==> src/core/scpr_pkg.sv <==
// Notes on behaviour
// - SPI samples input bit on clock rise
// - SPI output released when select rises
// - SPI releases request at second-last bit if empty
// - Released request stays high until next rise
// - More data: request low, host restarts read
// - Two-wire releases request at last bit if empty
// - Request line only pulled low, external pull-up
// - Two-wire read data changes after clock fall
package scpr_pkg;

  // Default 7-bit device address, arbitrary value
  localparam logic [6:0] SCPR_DEV_ADDR_DEF = 7'h1a;
  // Bit index (counted from 0) of the clock rise that decides the request line
  localparam logic [2:0] SCPR_SPI_DECIDE_BIT = 3'h6;
  localparam logic [2:0] SCPR_I2C_DECIDE_BIT = 3'h7;
  // Index of the last bit of a byte
  localparam logic [2:0] SCPR_LAST_BIT = 3'h7;
  // Byte shifted out when the read source is empty
  localparam logic [7:0] SCPR_IDLE_FILL = 8'hff;
  // Reset values
  localparam logic [2:0] SCPR_CNT_RST = 3'h0;
  localparam logic [7:0] SCPR_SH_RST = 8'h00;

  // Port sequencer states
  typedef enum logic [2:0] {
    ST_IDLE,  // No transaction
    ST_ADDR,  // Shifting in address and direction
    ST_ACK,   // Device acknowledge slot (two-wire)
    ST_WR,    // Receiving write bytes
    ST_RD,    // Sending read bytes
    ST_MACK,  // Host acknowledge slot after a read byte (two-wire)
    ST_WAIT   // Not addressed or refused; wait for end
  } scpr_state_e;

  // Received byte with start-of-transaction marker
  typedef struct packed {
    logic first;
    logic [7:0] data;
  } scpr_byte_s;

  // Pins sampled from outside the clock domain
  typedef struct packed {
    logic sclk;
    logic cs_n;
    logic sdin;
    logic sdio;
    logic two_wire;
  } scpr_pins_s;

  // Idle levels of the sampled pins
  localparam scpr_pins_s SCPR_PINS_RST = '{
    sclk: 1'b0, cs_n: 1'b1, sdin: 1'b0, sdio: 1'b1, two_wire: 1'b0
  };

endpackage

==> src/core/scpr_pair_buf.sv <==
`timescale 1ns/100ps
`default_nettype none
// Two-entry buffer; head entry drives the output straight from flops
module scpr_pair_buf #(
  parameter int WIDTH = 9
) (
  input wire logic clock,
  input wire logic rst,
  input wire logic in_valid,
  input wire logic [WIDTH-1:0] in_data,
  output logic in_ready,
  output logic out_valid,
  output logic [WIDTH-1:0] out_data,
  input wire logic out_ready
);

  logic [WIDTH-1:0] slot_ff [2]; // Entry 0 is the head
  logic [WIDTH-1:0] nxt_slot [2];
  logic [1:0] vld_ff; // Entry valid flags
  logic [1:0] nxt_vld;
  logic pop; // Head taken this cycle
  logic push; // Word accepted this cycle

  // Pop shifts the tail forward, then a push fills the first free entry
  always_comb begin
    pop = vld_ff[0] & out_ready;
    push = in_valid & ~vld_ff[1];
    nxt_slot = slot_ff;
    nxt_vld = vld_ff;
    if (pop) begin
      nxt_slot[0] = slot_ff[1];
      nxt_vld = {1'b0, vld_ff[1]};
    end
    if (push) begin
      if (!nxt_vld[0]) begin
        nxt_slot[0] = in_data;
        nxt_vld[0] = 1'b1;
      end else begin
        nxt_slot[1] = in_data;
        nxt_vld[1] = 1'b1;
      end
    end
  end

  // Register the entries
  always_ff @(posedge clock) begin
    if (rst) begin
      vld_ff <= 2'h0;
      slot_ff <= '{default: '0};
    end else begin
      vld_ff <= nxt_vld;
      slot_ff <= nxt_slot;
    end
  end

  assign in_ready = ~vld_ff[1]; // Full only when the tail entry is taken
  assign out_valid = vld_ff[0];
  assign out_data = slot_ff[0];

endmodule
`default_nettype wire

==> src/core/scpr_port.sv <==
`timescale 1ns/100ps
`default_nettype none
// Serial control port, device end; four-wire or two-wire form chosen by pin
module scpr_port
  import scpr_pkg::*;
#(
  parameter logic [6:0] DEV_ADDR = SCPR_DEV_ADDR_DEF
) (
  input wire logic clock,
  input wire logic rst,
  input wire logic two_wire_mode,
  input wire logic ctl_serial_clk,
  input wire logic ctl_serial_cs_n,
  input wire logic ctl_serial_in,
  output logic ctl_serial_out,
  output logic ctl_serial_out_oe,
  input wire logic ctl_serial_bidir_in,
  output logic ctl_serial_bidir_out,
  output logic ctl_serial_bidir_oe,
  output logic host_attention_n_out,
  output logic host_attention_n_oe,
  input wire logic rd_valid,
  input wire logic [7:0] rd_data,
  output logic rd_ready,
  output logic rx_valid,
  output var scpr_byte_s rx_byte,
  input wire logic rx_ready,
  output logic rx_drop
);

  // Picks the byte to send; fill value when the source is empty
  function automatic logic [7:0] pick_byte(input logic v, input logic [7:0] d);
    return v ? d : SCPR_IDLE_FILL;
  endfunction

  scpr_pins_s pin_raw; // Pins as they arrive
  scpr_pins_s pin_meta_ff; // First synchroniser stage
  scpr_pins_s pin_sync_ff; // Second stage, safe to use
  scpr_pins_s pin_prev_ff; // Previous safe sample, for edges

  assign pin_raw = '{sclk: ctl_serial_clk, cs_n: ctl_serial_cs_n, sdin: ctl_serial_in,
                     sdio: ctl_serial_bidir_in, two_wire: two_wire_mode};

  // Two-flop synchroniser plus edge history
  always_ff @(posedge clock) begin
    if (rst) begin
      pin_meta_ff <= SCPR_PINS_RST;
      pin_sync_ff <= SCPR_PINS_RST;
      pin_prev_ff <= SCPR_PINS_RST;
    end else begin
      pin_meta_ff <= pin_raw;
      pin_sync_ff <= pin_meta_ff;
      pin_prev_ff <= pin_sync_ff;
    end
  end

  logic tw; // Two-wire form selected
  logic rise; // Serial clock rising edge seen
  logic fall; // Serial clock falling edge seen
  logic start_c; // Two-wire start condition
  logic stop_c; // Two-wire stop condition
  logic din; // Data bit from the active input line
  logic [7:0] byte_in; // Shifter with the new bit appended
  logic decide; // Rise on which the request line is decided
  logic in_ready; // Receive buffer has room
  logic push; // Hand a received byte to the buffer
  scpr_byte_s push_byte; // Byte handed to the buffer
  logic [7:0] send_byte; // Next read byte, fill value when the source is empty

  assign tw = pin_sync_ff.two_wire;
  assign rise = pin_sync_ff.sclk & ~pin_prev_ff.sclk;
  assign fall = ~pin_sync_ff.sclk & pin_prev_ff.sclk;
  assign start_c = pin_sync_ff.sclk & pin_prev_ff.sclk & pin_prev_ff.sdio & ~pin_sync_ff.sdio;
  assign stop_c = pin_sync_ff.sclk & pin_prev_ff.sclk & ~pin_prev_ff.sdio & pin_sync_ff.sdio;
  assign din = tw ? pin_sync_ff.sdio : pin_sync_ff.sdin;
  assign send_byte = pick_byte(rd_valid, rd_data);

  scpr_state_e state_ff, nxt_state; // Sequencer state
  logic [2:0] cnt_ff, nxt_cnt; // Bit index within the byte
  logic [7:0] sh_ff, nxt_sh; // Shift register, MSB first
  logic dir_ff, nxt_dir; // Direction bit, 1 is read
  logic fresh_ff, nxt_fresh; // Byte just loaded; skip the next shift
  logic phase_ff, nxt_phase; // Second half of an acknowledge slot
  logic ack_ok_ff, nxt_ack_ok; // Device acknowledges the current slot
  logic first_ff, nxt_first; // Next received byte is the first one
  logic so_ff, nxt_so; // Four-wire output bit
  logic so_oe_ff, nxt_so_oe; // Four-wire output enable
  logic sda_oe_ff, nxt_sda_oe; // Two-wire line pulled low
  logic rd_ready_ff, nxt_rd_ready; // Read byte taken
  logic drop_ff, nxt_drop; // Write byte lost, buffer full

  assign byte_in = {sh_ff[6:0], din};
  assign decide = (state_ff == ST_RD) && rise
                  && (cnt_ff == (tw ? SCPR_I2C_DECIDE_BIT : SCPR_SPI_DECIDE_BIT));

  // Transaction sequencer
  always_comb begin
    nxt_state = state_ff;
    nxt_cnt = cnt_ff;
    nxt_sh = sh_ff;
    nxt_dir = dir_ff;
    nxt_fresh = fresh_ff;
    nxt_phase = phase_ff;
    nxt_ack_ok = ack_ok_ff;
    nxt_first = first_ff;
    nxt_so_oe = so_oe_ff;
    nxt_sda_oe = sda_oe_ff;
    nxt_rd_ready = 1'b0;
    nxt_drop = 1'b0;
    push = 1'b0;
    push_byte = '{first: first_ff, data: byte_in};
    if (tw ? stop_c : pin_sync_ff.cs_n) begin
      // End of transaction: release both data output lines; request line left as is
      nxt_state = ST_IDLE;
      nxt_so_oe = 1'b0;
      nxt_sda_oe = 1'b0;
    end else if (tw ? start_c : (state_ff == ST_IDLE)) begin
      // New start (or select) always opens an address byte
      nxt_state = ST_ADDR;
      nxt_cnt = SCPR_CNT_RST;
      nxt_first = 1'b1;
      nxt_sda_oe = 1'b0;
      nxt_phase = 1'b0;
      nxt_fresh = 1'b0; // No skipped shift carried over from an older frame
    end else begin
      unique case (state_ff)
        ST_ADDR: if (rise) begin
          // Address then direction bit
          nxt_sh = byte_in;
          nxt_cnt = cnt_ff + 3'h1;
          if (cnt_ff == SCPR_LAST_BIT) begin
            nxt_dir = byte_in[0];
            if (byte_in[7:1] != DEV_ADDR) begin
              nxt_state = ST_WAIT; // Another device is addressed
            end else if (tw) begin
              nxt_state = ST_ACK;
              nxt_ack_ok = 1'b1;
            end else if (byte_in[0]) begin
              // Four-wire read: first byte ready before the next rise
              nxt_state = ST_RD;
              nxt_sh = pick_byte(rd_valid, rd_data);
              nxt_rd_ready = rd_valid;
              nxt_fresh = 1'b1;
              nxt_so_oe = 1'b1;
            end else begin
              nxt_state = ST_WR;
            end
          end
        end
        ST_ACK: if (fall) begin
          if (!phase_ff) begin
            // Open the slot, pull low only when accepting
            nxt_phase = 1'b1;
            nxt_sda_oe = ack_ok_ff;
          end else begin
            nxt_phase = 1'b0;
            if (!ack_ok_ff) begin
              nxt_state = ST_WAIT;
              nxt_sda_oe = 1'b0;
            end else if (dir_ff) begin
              nxt_state = ST_RD;
              nxt_sh = pick_byte(rd_valid, rd_data);
              nxt_rd_ready = rd_valid;
              nxt_sda_oe = ~send_byte[7];
            end else begin
              nxt_state = ST_WR;
              nxt_sda_oe = 1'b0;
            end
          end
        end
        ST_WR: if (rise) begin
          nxt_sh = byte_in;
          nxt_cnt = cnt_ff + 3'h1;
          if (cnt_ff == SCPR_LAST_BIT) begin
            // Byte complete: stored, or refused when the buffer is full
            push = in_ready;
            nxt_drop = ~in_ready;
            nxt_first = 1'b0;
            if (tw) begin
              nxt_state = ST_ACK;
              nxt_ack_ok = in_ready;
            end
          end
        end
        ST_RD: begin
          if (rise) begin
            nxt_cnt = cnt_ff + 3'h1;
            if (cnt_ff == SCPR_LAST_BIT) begin
              if (tw) begin
                nxt_state = ST_MACK;
              end else begin
                nxt_sh = pick_byte(rd_valid, rd_data);
                nxt_rd_ready = rd_valid;
                nxt_fresh = 1'b1;
              end
            end
          end else if (fall) begin
            // Next bit presented after the falling edge
            if (fresh_ff) begin
              nxt_fresh = 1'b0;
            end else begin
              nxt_sh = {sh_ff[6:0], 1'b0};
              nxt_sda_oe = ~sh_ff[6];
            end
          end
        end
        ST_MACK: begin
          if (fall && !phase_ff) begin
            nxt_phase = 1'b1;
            nxt_sda_oe = 1'b0; // Host drives its acknowledge
          end else if (rise && din) begin
            nxt_state = ST_WAIT; // Host declined more data
            nxt_phase = 1'b0;
          end else if (fall) begin
            nxt_phase = 1'b0;
            nxt_state = ST_RD;
            nxt_sh = pick_byte(rd_valid, rd_data);
            nxt_rd_ready = rd_valid;
            nxt_sda_oe = ~send_byte[7];
          end
        end
        default: ;
      endcase
    end
    nxt_so = nxt_sh[7];
  end

  // Sequencer registers
  always_ff @(posedge clock) begin
    if (rst) begin
      state_ff <= ST_IDLE;
      cnt_ff <= SCPR_CNT_RST;
      sh_ff <= SCPR_SH_RST;
      dir_ff <= 1'b0;
      fresh_ff <= 1'b0;
      phase_ff <= 1'b0;
      ack_ok_ff <= 1'b0;
      first_ff <= 1'b0;
      so_ff <= 1'b0;
      so_oe_ff <= 1'b0;
      sda_oe_ff <= 1'b0;
      rd_ready_ff <= 1'b0;
      drop_ff <= 1'b0;
    end else begin
      state_ff <= nxt_state;
      cnt_ff <= nxt_cnt;
      sh_ff <= nxt_sh;
      dir_ff <= nxt_dir;
      fresh_ff <= nxt_fresh;
      phase_ff <= nxt_phase;
      ack_ok_ff <= nxt_ack_ok;
      first_ff <= nxt_first;
      so_ff <= nxt_so;
      so_oe_ff <= nxt_so_oe;
      sda_oe_ff <= nxt_sda_oe;
      rd_ready_ff <= nxt_rd_ready;
      drop_ff <= nxt_drop;
    end
  end

  logic attn_oe_ff, nxt_attn_oe; // Request line pulled low
  logic hold_ff, nxt_hold; // Released line held until next rise

  // Request line: pulled low while read data waits
  always_comb begin
    nxt_hold = hold_ff & ~rise;
    if (decide) begin
      nxt_attn_oe = rd_valid;
      nxt_hold = ~rd_valid;
    end else if (nxt_hold) begin
      nxt_attn_oe = 1'b0;
    end else if (state_ff == ST_RD
                 && cnt_ff < (tw ? SCPR_I2C_DECIDE_BIT : SCPR_SPI_DECIDE_BIT)) begin
      nxt_attn_oe = attn_oe_ff; // Held through the byte until decided
    end else begin
      nxt_attn_oe = rd_valid;
    end
  end

  // Request line registers
  always_ff @(posedge clock) begin
    if (rst) begin
      attn_oe_ff <= 1'b0;
      hold_ff <= 1'b0;
    end else begin
      attn_oe_ff <= nxt_attn_oe;
      hold_ff <= nxt_hold;
    end
  end

  // Received bytes wait here; a byte arriving with both entries taken is dropped
  scpr_pair_buf #(
    .WIDTH($bits(scpr_byte_s))
  ) u_rx_buf (
    .clock(clock),
    .rst(rst),
    .in_valid(push),
    .in_data(push_byte),
    .in_ready(in_ready),
    .out_valid(rx_valid),
    .out_data(rx_byte),
    .out_ready(rx_ready)
  );

  assign ctl_serial_out = so_ff;
  assign ctl_serial_out_oe = so_oe_ff;
  assign ctl_serial_bidir_out = 1'b0; // Open drain: only ever low
  assign ctl_serial_bidir_oe = sda_oe_ff;
  assign host_attention_n_out = 1'b0; // Open drain: only ever low
  assign host_attention_n_oe = attn_oe_ff;
  assign rd_ready = rd_ready_ff;
  assign rx_drop = drop_ff;
endmodule
`default_nettype wire

==> config.mk <==
export PLATFORM = sky130hd
export DESIGN_NAME = scpr_port
export DESIGN_NICKNAME = d
export VERILOG_FILES = /design/src/core/scpr_pkg.sv /design/src/core/scpr_pair_buf.sv /design/src/core/scpr_port.sv
export SDC_FILE = /design/constraint.sdc
export NUM_CORES = 1
export LEC_CHECK = 0
export ABC_AREA = 1
export ABC_CLOCK_PERIOD_IN_PS = 2200
export BUFFER_PORTS_ARGS = -buffer_cell sky130_fd_sc_hd__clkbuf_2
export CAP_MARGIN = 20
export CORE_AREA = 2 2 60 119
export CTS_BUF_LIST = sky130_fd_sc_hd__clkbuf_16
export DETAILED_ROUTE_END_ITERATION = 12
export DIE_AREA = 0 0 62 121
export GPL_TIMING_DRIVEN = 0
export PLACE_DENSITY = 0.83
export SYNTH_ARGS = -nofsm -noshare
export SYNTH_HDL_FRONTEND = slang
export SYNTH_HIERARCHICAL = 1
export SYNTH_SLANG_ARGS = --single-unit
==> constraint.sdc <==
create_clock -name clock -period 2.2 [get_ports clock]
set_input_delay 0.44 -clock clock [delete_from_list [all_inputs] [get_ports clock]]
set_output_delay 0.44 -clock clock [all_outputs]
set_load 0.005 [all_outputs]
Word-level counts from Yosys, hierarchy flattened --
Cells that the tools add are included.
Storage, ports and cells: register bits after elaboration 57, input bits 17, output and inout port bits 18, logic and storage cells 265
Operators by class: $add $sub $neg 1, order comparisons 1, equality and inequality tests 55, mux-type cells 119, bitwise logic cells 25, reductions and logical operators 33
Operator list (number):
- 2-to-1 mux 8 bit | 19
- 2-to-1 mux 1 bit | 66
- 2-to-1 mux 3 bit | 21
- != test 3 bit, second input constant | 18
- case mux 8 bit (5 select lines) | 1
- != test 2 bit, second input constant | 19
- 2-to-1 mux 9 bit | 3
- AND reduction 13 bit | 2
- AND reduction 10 bit | 2
- 2-to-1 mux 18 bit | 1
- AND reduction 16 bit | 1
- inverter 1 bit | 15
- case mux 3 bit (5 select lines) | 1
- AND reduction 7 bit | 2
- bitwise AND 1 bit | 10
- nonzero test 2 bit | 5
- equality test 3 bit, second input constant | 3
- != test 3 x 2 -> 1 bit, second input constant | 3
- nonzero test 3 bit | 3
- != test 4 x 3 -> 1 bit, second input constant | 2
- AND reduction 4 bit | 2
- != test 7 x 5 -> 1 bit, second input constant | 1
- equality test 3 x 2 -> 1 bit, second input constant | 2
- case mux 1 bit (2 select lines) | 3
- other kinds (23) | 29

Depth between registers and ports, before layout --
depth after elaboration 8, gate-level depth with buffers 13, mapped depth without buffers 12

Modules after synthesis --
The synthesis kept the hierarchy.
Modules (own cells, without submodules):
- scpr_port | instances 1, cells an instance 376, area each 2436.1 µm², seq. area each 740.7 µm²
- scpr_pair_buf | instances 1, cells an instance 159, area each 1083.5 µm², seq. area each 400.4 µm²

Least setup slack after synthesis --
OpenSTA, ideal clock, no wires.
kind reg2reg, from reg state_ff[1], to reg sh_ff[2], setup time 0.112 ns, arrival 1.622 ns, data required time 2.088 ns, slack 0.467 ns, cell stages (with the launch flop) 10, buffers on the path 0, clock period less this slack 1.733 ns, cells stage by stage dfxtp_1 -> inv_2 -> ha_1 -> inv_1 -> nor2_1 -> nand4_1 -> nand3_1 -> nand3_1 -> nor2_1 -> nor2_1
Between the ends: longest elaborated chain between the ends 4, elaborated cells on any way between the ends 24, those cells by class eq/ne (18); mux (2); bitwise (1); reduce/logical (3)
RTL lines:
- from (decl) | line scpr_port.sv:78 | scpr_state_e state_ff, nxt_state;
- from (signal assigned) | line scpr_port.sv:245 | state_ff <= nxt_state;
- branches (longest 4 deep; another with AND reduction 16 bit)
- to (signal assigned) | line scpr_port.sv:247 | sh_ff <= nxt_sh;
- to (decl) | line scpr_port.sv:80 | logic [7:0] sh_ff, nxt_sh;
Parallel ways; which one is timed is not known. A chain may end at the register's enable or synchronous reset.

Worst setup path after layout --
from reg cnt_ff[1], to reg u_rx_buf/slot_ff[7] (netlist name)
Between the ends: longest elaborated chain between the ends 8
RTL lines:
- from (decl) | line scpr_port.sv:79 | logic [2:0] cnt_ff, nxt_cnt;
- from (signal assigned) | line scpr_port.sv:246 | cnt_ff <= nxt_cnt;
- equality test 3 bit | line scpr_port.sv:174 | if (cnt_ff == SCPR_LAST_BIT) begin
- 2-to-1 mux 1 bit | line scpr_port.sv:174
- 2-to-1 mux 1 bit | line scpr_port.sv:171 | ST_WR: if (rise) begin
- 2-to-1 mux 1 bit | line scpr_port.sv:126 | unique case (state_ff)
- 2-to-1 mux 1 bit | line scpr_port.sv:117 | end else if (tw ? start_c : (state_ff == ST_IDLE)) begin
- 2-to-1 mux 1 bit | line scpr_port.sv:112 | if (tw ? stop_c : pin_sync_ff.cs_n) begin
- net push | line scpr_port.sv:66 | logic push;
- bitwise AND 1 bit | line scpr_pair_buf.sv:27 | push = in_valid & ~vld_ff[1];
- AND reduction 2 bit (no source line)
- to (signal assigned) | line scpr_pair_buf.sv:52 | slot_ff <= nxt_slot;
- to (decl) | line scpr_pair_buf.sv:17 | logic [WIDTH-1:0] slot_ff [2];
The timed path passes the listed nets, and every way through them passes these cells.

==> flow_metrics.env <==
export IMPL_outcome="complete, no violations"
export IMPL_layout_commonest_cell="nand2_1"
export IMPL_cts_hold_buffers=0
export IMPL_gp_congestion=0.992
export IMPL_wl_per_cell_um=14.7
export IMPL_path_class="reg2reg"
export IMPL_clock_sinks=57
export IMPL_worstPathCellList="ha_1 -> ha_1 -> buf_2 -> nand3_1 -> nor2_1 -> inv_1 -> nor2_4 -> nand3_4 -> buf_6 -> nor2_1 -> nor2_1"
export IMPL_drive_above_1_share_pct=21.0
export IMPL_rsz0062_at_grt="true"
export IMPL_synth_distinct_cells=36
export IMPL_hold_class="in2reg"
export IMPL_drt_met1_wl_um=3210
export IMPL_ys_seq_area_share_pct=32.4
export IMPL_areaGrowthSynthToFinish_pct=16.3
export IMPL_top_layer="met4"
export IMPL_io_pins=35
export IMPL_synth_avg_cell_area_um2=6.58
export IMPL_clock_latency_ns=0.33
export IMPL_setup_violations=0
export IMPL_powerDensity_nw_per_um2=633
export IMPL_grt_antenna_before_repair=0
export IMPL_cts_buffers_inserted=9
export IMPL_fmax_mhz=482
export IMPL_cts_root_buf="clkbuf_16"
export IMPL_ir_drop_mv=0.478
export IMPL_setup_worst_path_end_class="flip-flop"
export IMPL_routed_wl_met2_um=5510
export IMPL_fp_dieW_um=62
export IMPL_seqPwrFrac_pct=41.0
export IMPL_cpPeakStageDelay_ns=0.38
export IMPL_cpMostUsedCell="nor2_1"
export IMPL_skew_ns=0.00791
export IMPL_fillers=623
export IMPL_syn_area_um2=3520
export IMPL_clk_path_buf_depth=2
export IMPL_pwr_share_comb_pct=6.9
export IMPL_ant_nets=0
export IMPL_final_nets=604
export IMPL_clockPowerShare_pct=52.1
export IMPL_dr_wl_met3_um=522
export IMPL_drt_iter0_drc=227
export IMPL_dieArea_um2=7500
export IMPL_vias=3553
export IMPL_max_cap_violations=0
export IMPL_die_y_um=121
export IMPL_drt_total_wl_um=9900
export IMPL_grt_pass1_vias=3440
export IMPL_required_ns=2.42
export IMPL_ys_ff_latch=57
export IMPL_firstDrtPassIters=5
export IMPL_cts_htree_levels=3
export IMPL_hold_violations=0
export IMPL_overflow=0
export IMPL_dp_hpwl_um=7670
export IMPL_cp_num_buf_inv=3
export IMPL_grt_max_degree=11
export IMPL_vias_per_cell=5.28
export IMPL_drc=0
export IMPL_internal_power_mw=1.97
export IMPL_swShare_pct=23.9
export IMPL_period_needed_ns=2.07
export IMPL_cpMaxStageDelayCell="dfxtp_1"
export IMPL_fin_worst_hold_slack_ns=0.289
export IMPL_p_leak_nw=2.00
export IMPL_track_usage_pct=28.6
export IMPL_netlist_instances=535
export IMPL_yosys_warnings=6
export IMPL_start_kind="flip-flop"
export IMPL_maxSlewHeadroom_pct=62.3
export IMPL_critPathArrivalTime_ns=2.29
export IMPL_worstMarginPinSlew_ns=0.566
export IMPL_crit_family="simple AND/OR/NAND/NOR gates"
export IMPL_multi_input_area_um2=1970
export IMPL_final_cell_mix="nand2_1, nor2_1, dfxtp_1"
export IMPL_p_sw_mw=0.618
export IMPL_finalPower_mw=2.59
export IMPL_slew_violations=0
export IMPL_ff_latch_area_um2=1140
export IMPL_min_period_over_period_pct=94.3
export IMPL_io_buffers=32
export IMPL_cts_tree="yes"
export IMPL_initial_core_util_pct=53.6
export IMPL_design_core_area_um2=6570
export IMPL_antenna_cells=0
export IMPL_num_rows=42
export IMPL_clkTransAtPathRegs_ns=0.05
export IMPL_grt_pass1_wl_um=15600
export IMPL_worstPathMaxFanout=10
[cells in the mapped netlist, drive strengths merged]
master	n	area, µm²
a21boi	1	7.51
a21oi	28	140
a31oi	2	12.5
and2	1	6.26
and3	1	6.26
buf	21	169
clkbuf	3	11.3
clkinv	2	7.51
conb	1	3.75
dfxtp	57	1140
ha	7	87.6
inv	59	224
nand2	155	672
nand3	53	313
nand3b	7	52.6
nand4	10	62.6
nor2	101	444
nor3	6	30.0
nor4	1	6.26
o211ai	3	22.5
o21ai	9	52.6
o21bai	1	7.51
o22a	1	8.76
or2	5	31.3
[power by group through the flow]
stage | sequential [mW] | clock, mW | combinational [mW]
2_1_floorplan | 1.08 | 0 | 0.121
3_3_place_gp | 1.08 | 0 | 0.171
3_5_place_dp | 1.08 | 0 | 0.174
4_1_cts | 1.06 | 1.38 | 0.175
5_1_grt | 1.06 | 1.42 | 0.195
6_report | 1.06 | 1.35 | 0.178
[area by class of cell]
class | count | area share, %
Buffer | 24 | 4.40
Clock buffer | 9 | 5.50
Clock inverter | 7 | 1.53
Inverter | 61 | 5.65
Multi-Input combinational cell | 394 | 48.2
Sequential cell | 57 | 27.9
Tap cell | 88 | 2.69
Timing Repair Buffer | 33 | 4.10
[kinds of logic after synthesis]
| family | Yosys count | share of synthesized area [%] |
|---|---|---|
| compound gates | 45 | 7.15 |
| fa+ha+maj | 7 | 2.49 |
| buf+inv | 85 | 11.7 |
| flops | 57 | 32.4 |
| other cells | 1 | 0.107 |
| simple gates | 340 | 46.1 |
[worst reg2reg max path: cells and delay by family, from the launching register on]
kind / cells / cell delay (ns)
buffers and inverters: 3 / 0.48
adder cells (fa/ha/maj): 2 / 0.31
AND/OR/NAND/NOR: 6 / 0.80
flip-flops: 1 / 0.38
[stage by stage]
| stage | setup TNS, ns | utilization (%) | cells | cell area [µm²] | setup slack [ns] |
|---|---|---|---|---|---|
| after detailed placement | 0 | 57.8 | 656 | 3790 | 0.00543 |
| after global placement | 0 | 57.8 | 656 | 3790 | 0.102 |
| after CTS | 0 | 62.2 | 673 | 4090 | 0.0569 |
| after floorplan | 0 | - | 536 | 3520 | 0.467 |
| final | 0 | 62.3 | 673 | 4090 | 0.126 |
| after global routing | -0.00172 | 62.3 | 673 | 4090 | -0.00172 |
[worst paths after layout]
kind | start | to | slack (ns) | cells past startpoint
setup / recovery | cnt_ff[1] | u_rx_buf/slot_ff[7] | 0.13 | 11
hold / removal | ctl_serial_cs_n | pin_meta_ff[3] | 0.29 | 2
setup reg to reg | cnt_ff[1] | u_rx_buf/slot_ff[7] | 0.13 | 11
hold reg to reg | pin_meta_ff[0] | tw | 0.40 | 2
[flip-flops by register name, summed over array words and instances, names as in the netlist]
register and count:
dir_ff 1, pin_sync_ff 4, rd_ready 1, fresh_ff 1, pin_prev_ff 2, ack_ok_ff 1
sh_ff 8, rx_drop 1, u_rx_buf/vld_ff 2, pin_meta_ff 5, state_ff 3, hold_ff 1
phase_ff 1, u_rx_buf/out_data 9, tw 1, first_ff 1, cnt_ff 3, ctl_serial_out_oe 1
host_attention_n_oe 1, ctl_serial_bidir_oe 1, u_rx_buf/slot_ff 9
[per-layer routing]
layer  GRT usage (%)  vias to the layer above
met3            6.40                       44
met4            23.1                        0
met1            24.9                     1590
li1                -                     1768
met5               0                        -
met2            50.8                      151
[what timing repair did]
action / CTS / global route
setup endpoints to repair: 1 / 18
resized for setup: 0 / 3
endpoints found under the hold margin: 0 / 0
pin swaps: 0 / 1
setup buffers: 1 / 0
Note: power is estimated with default switching activity, not from simulation.
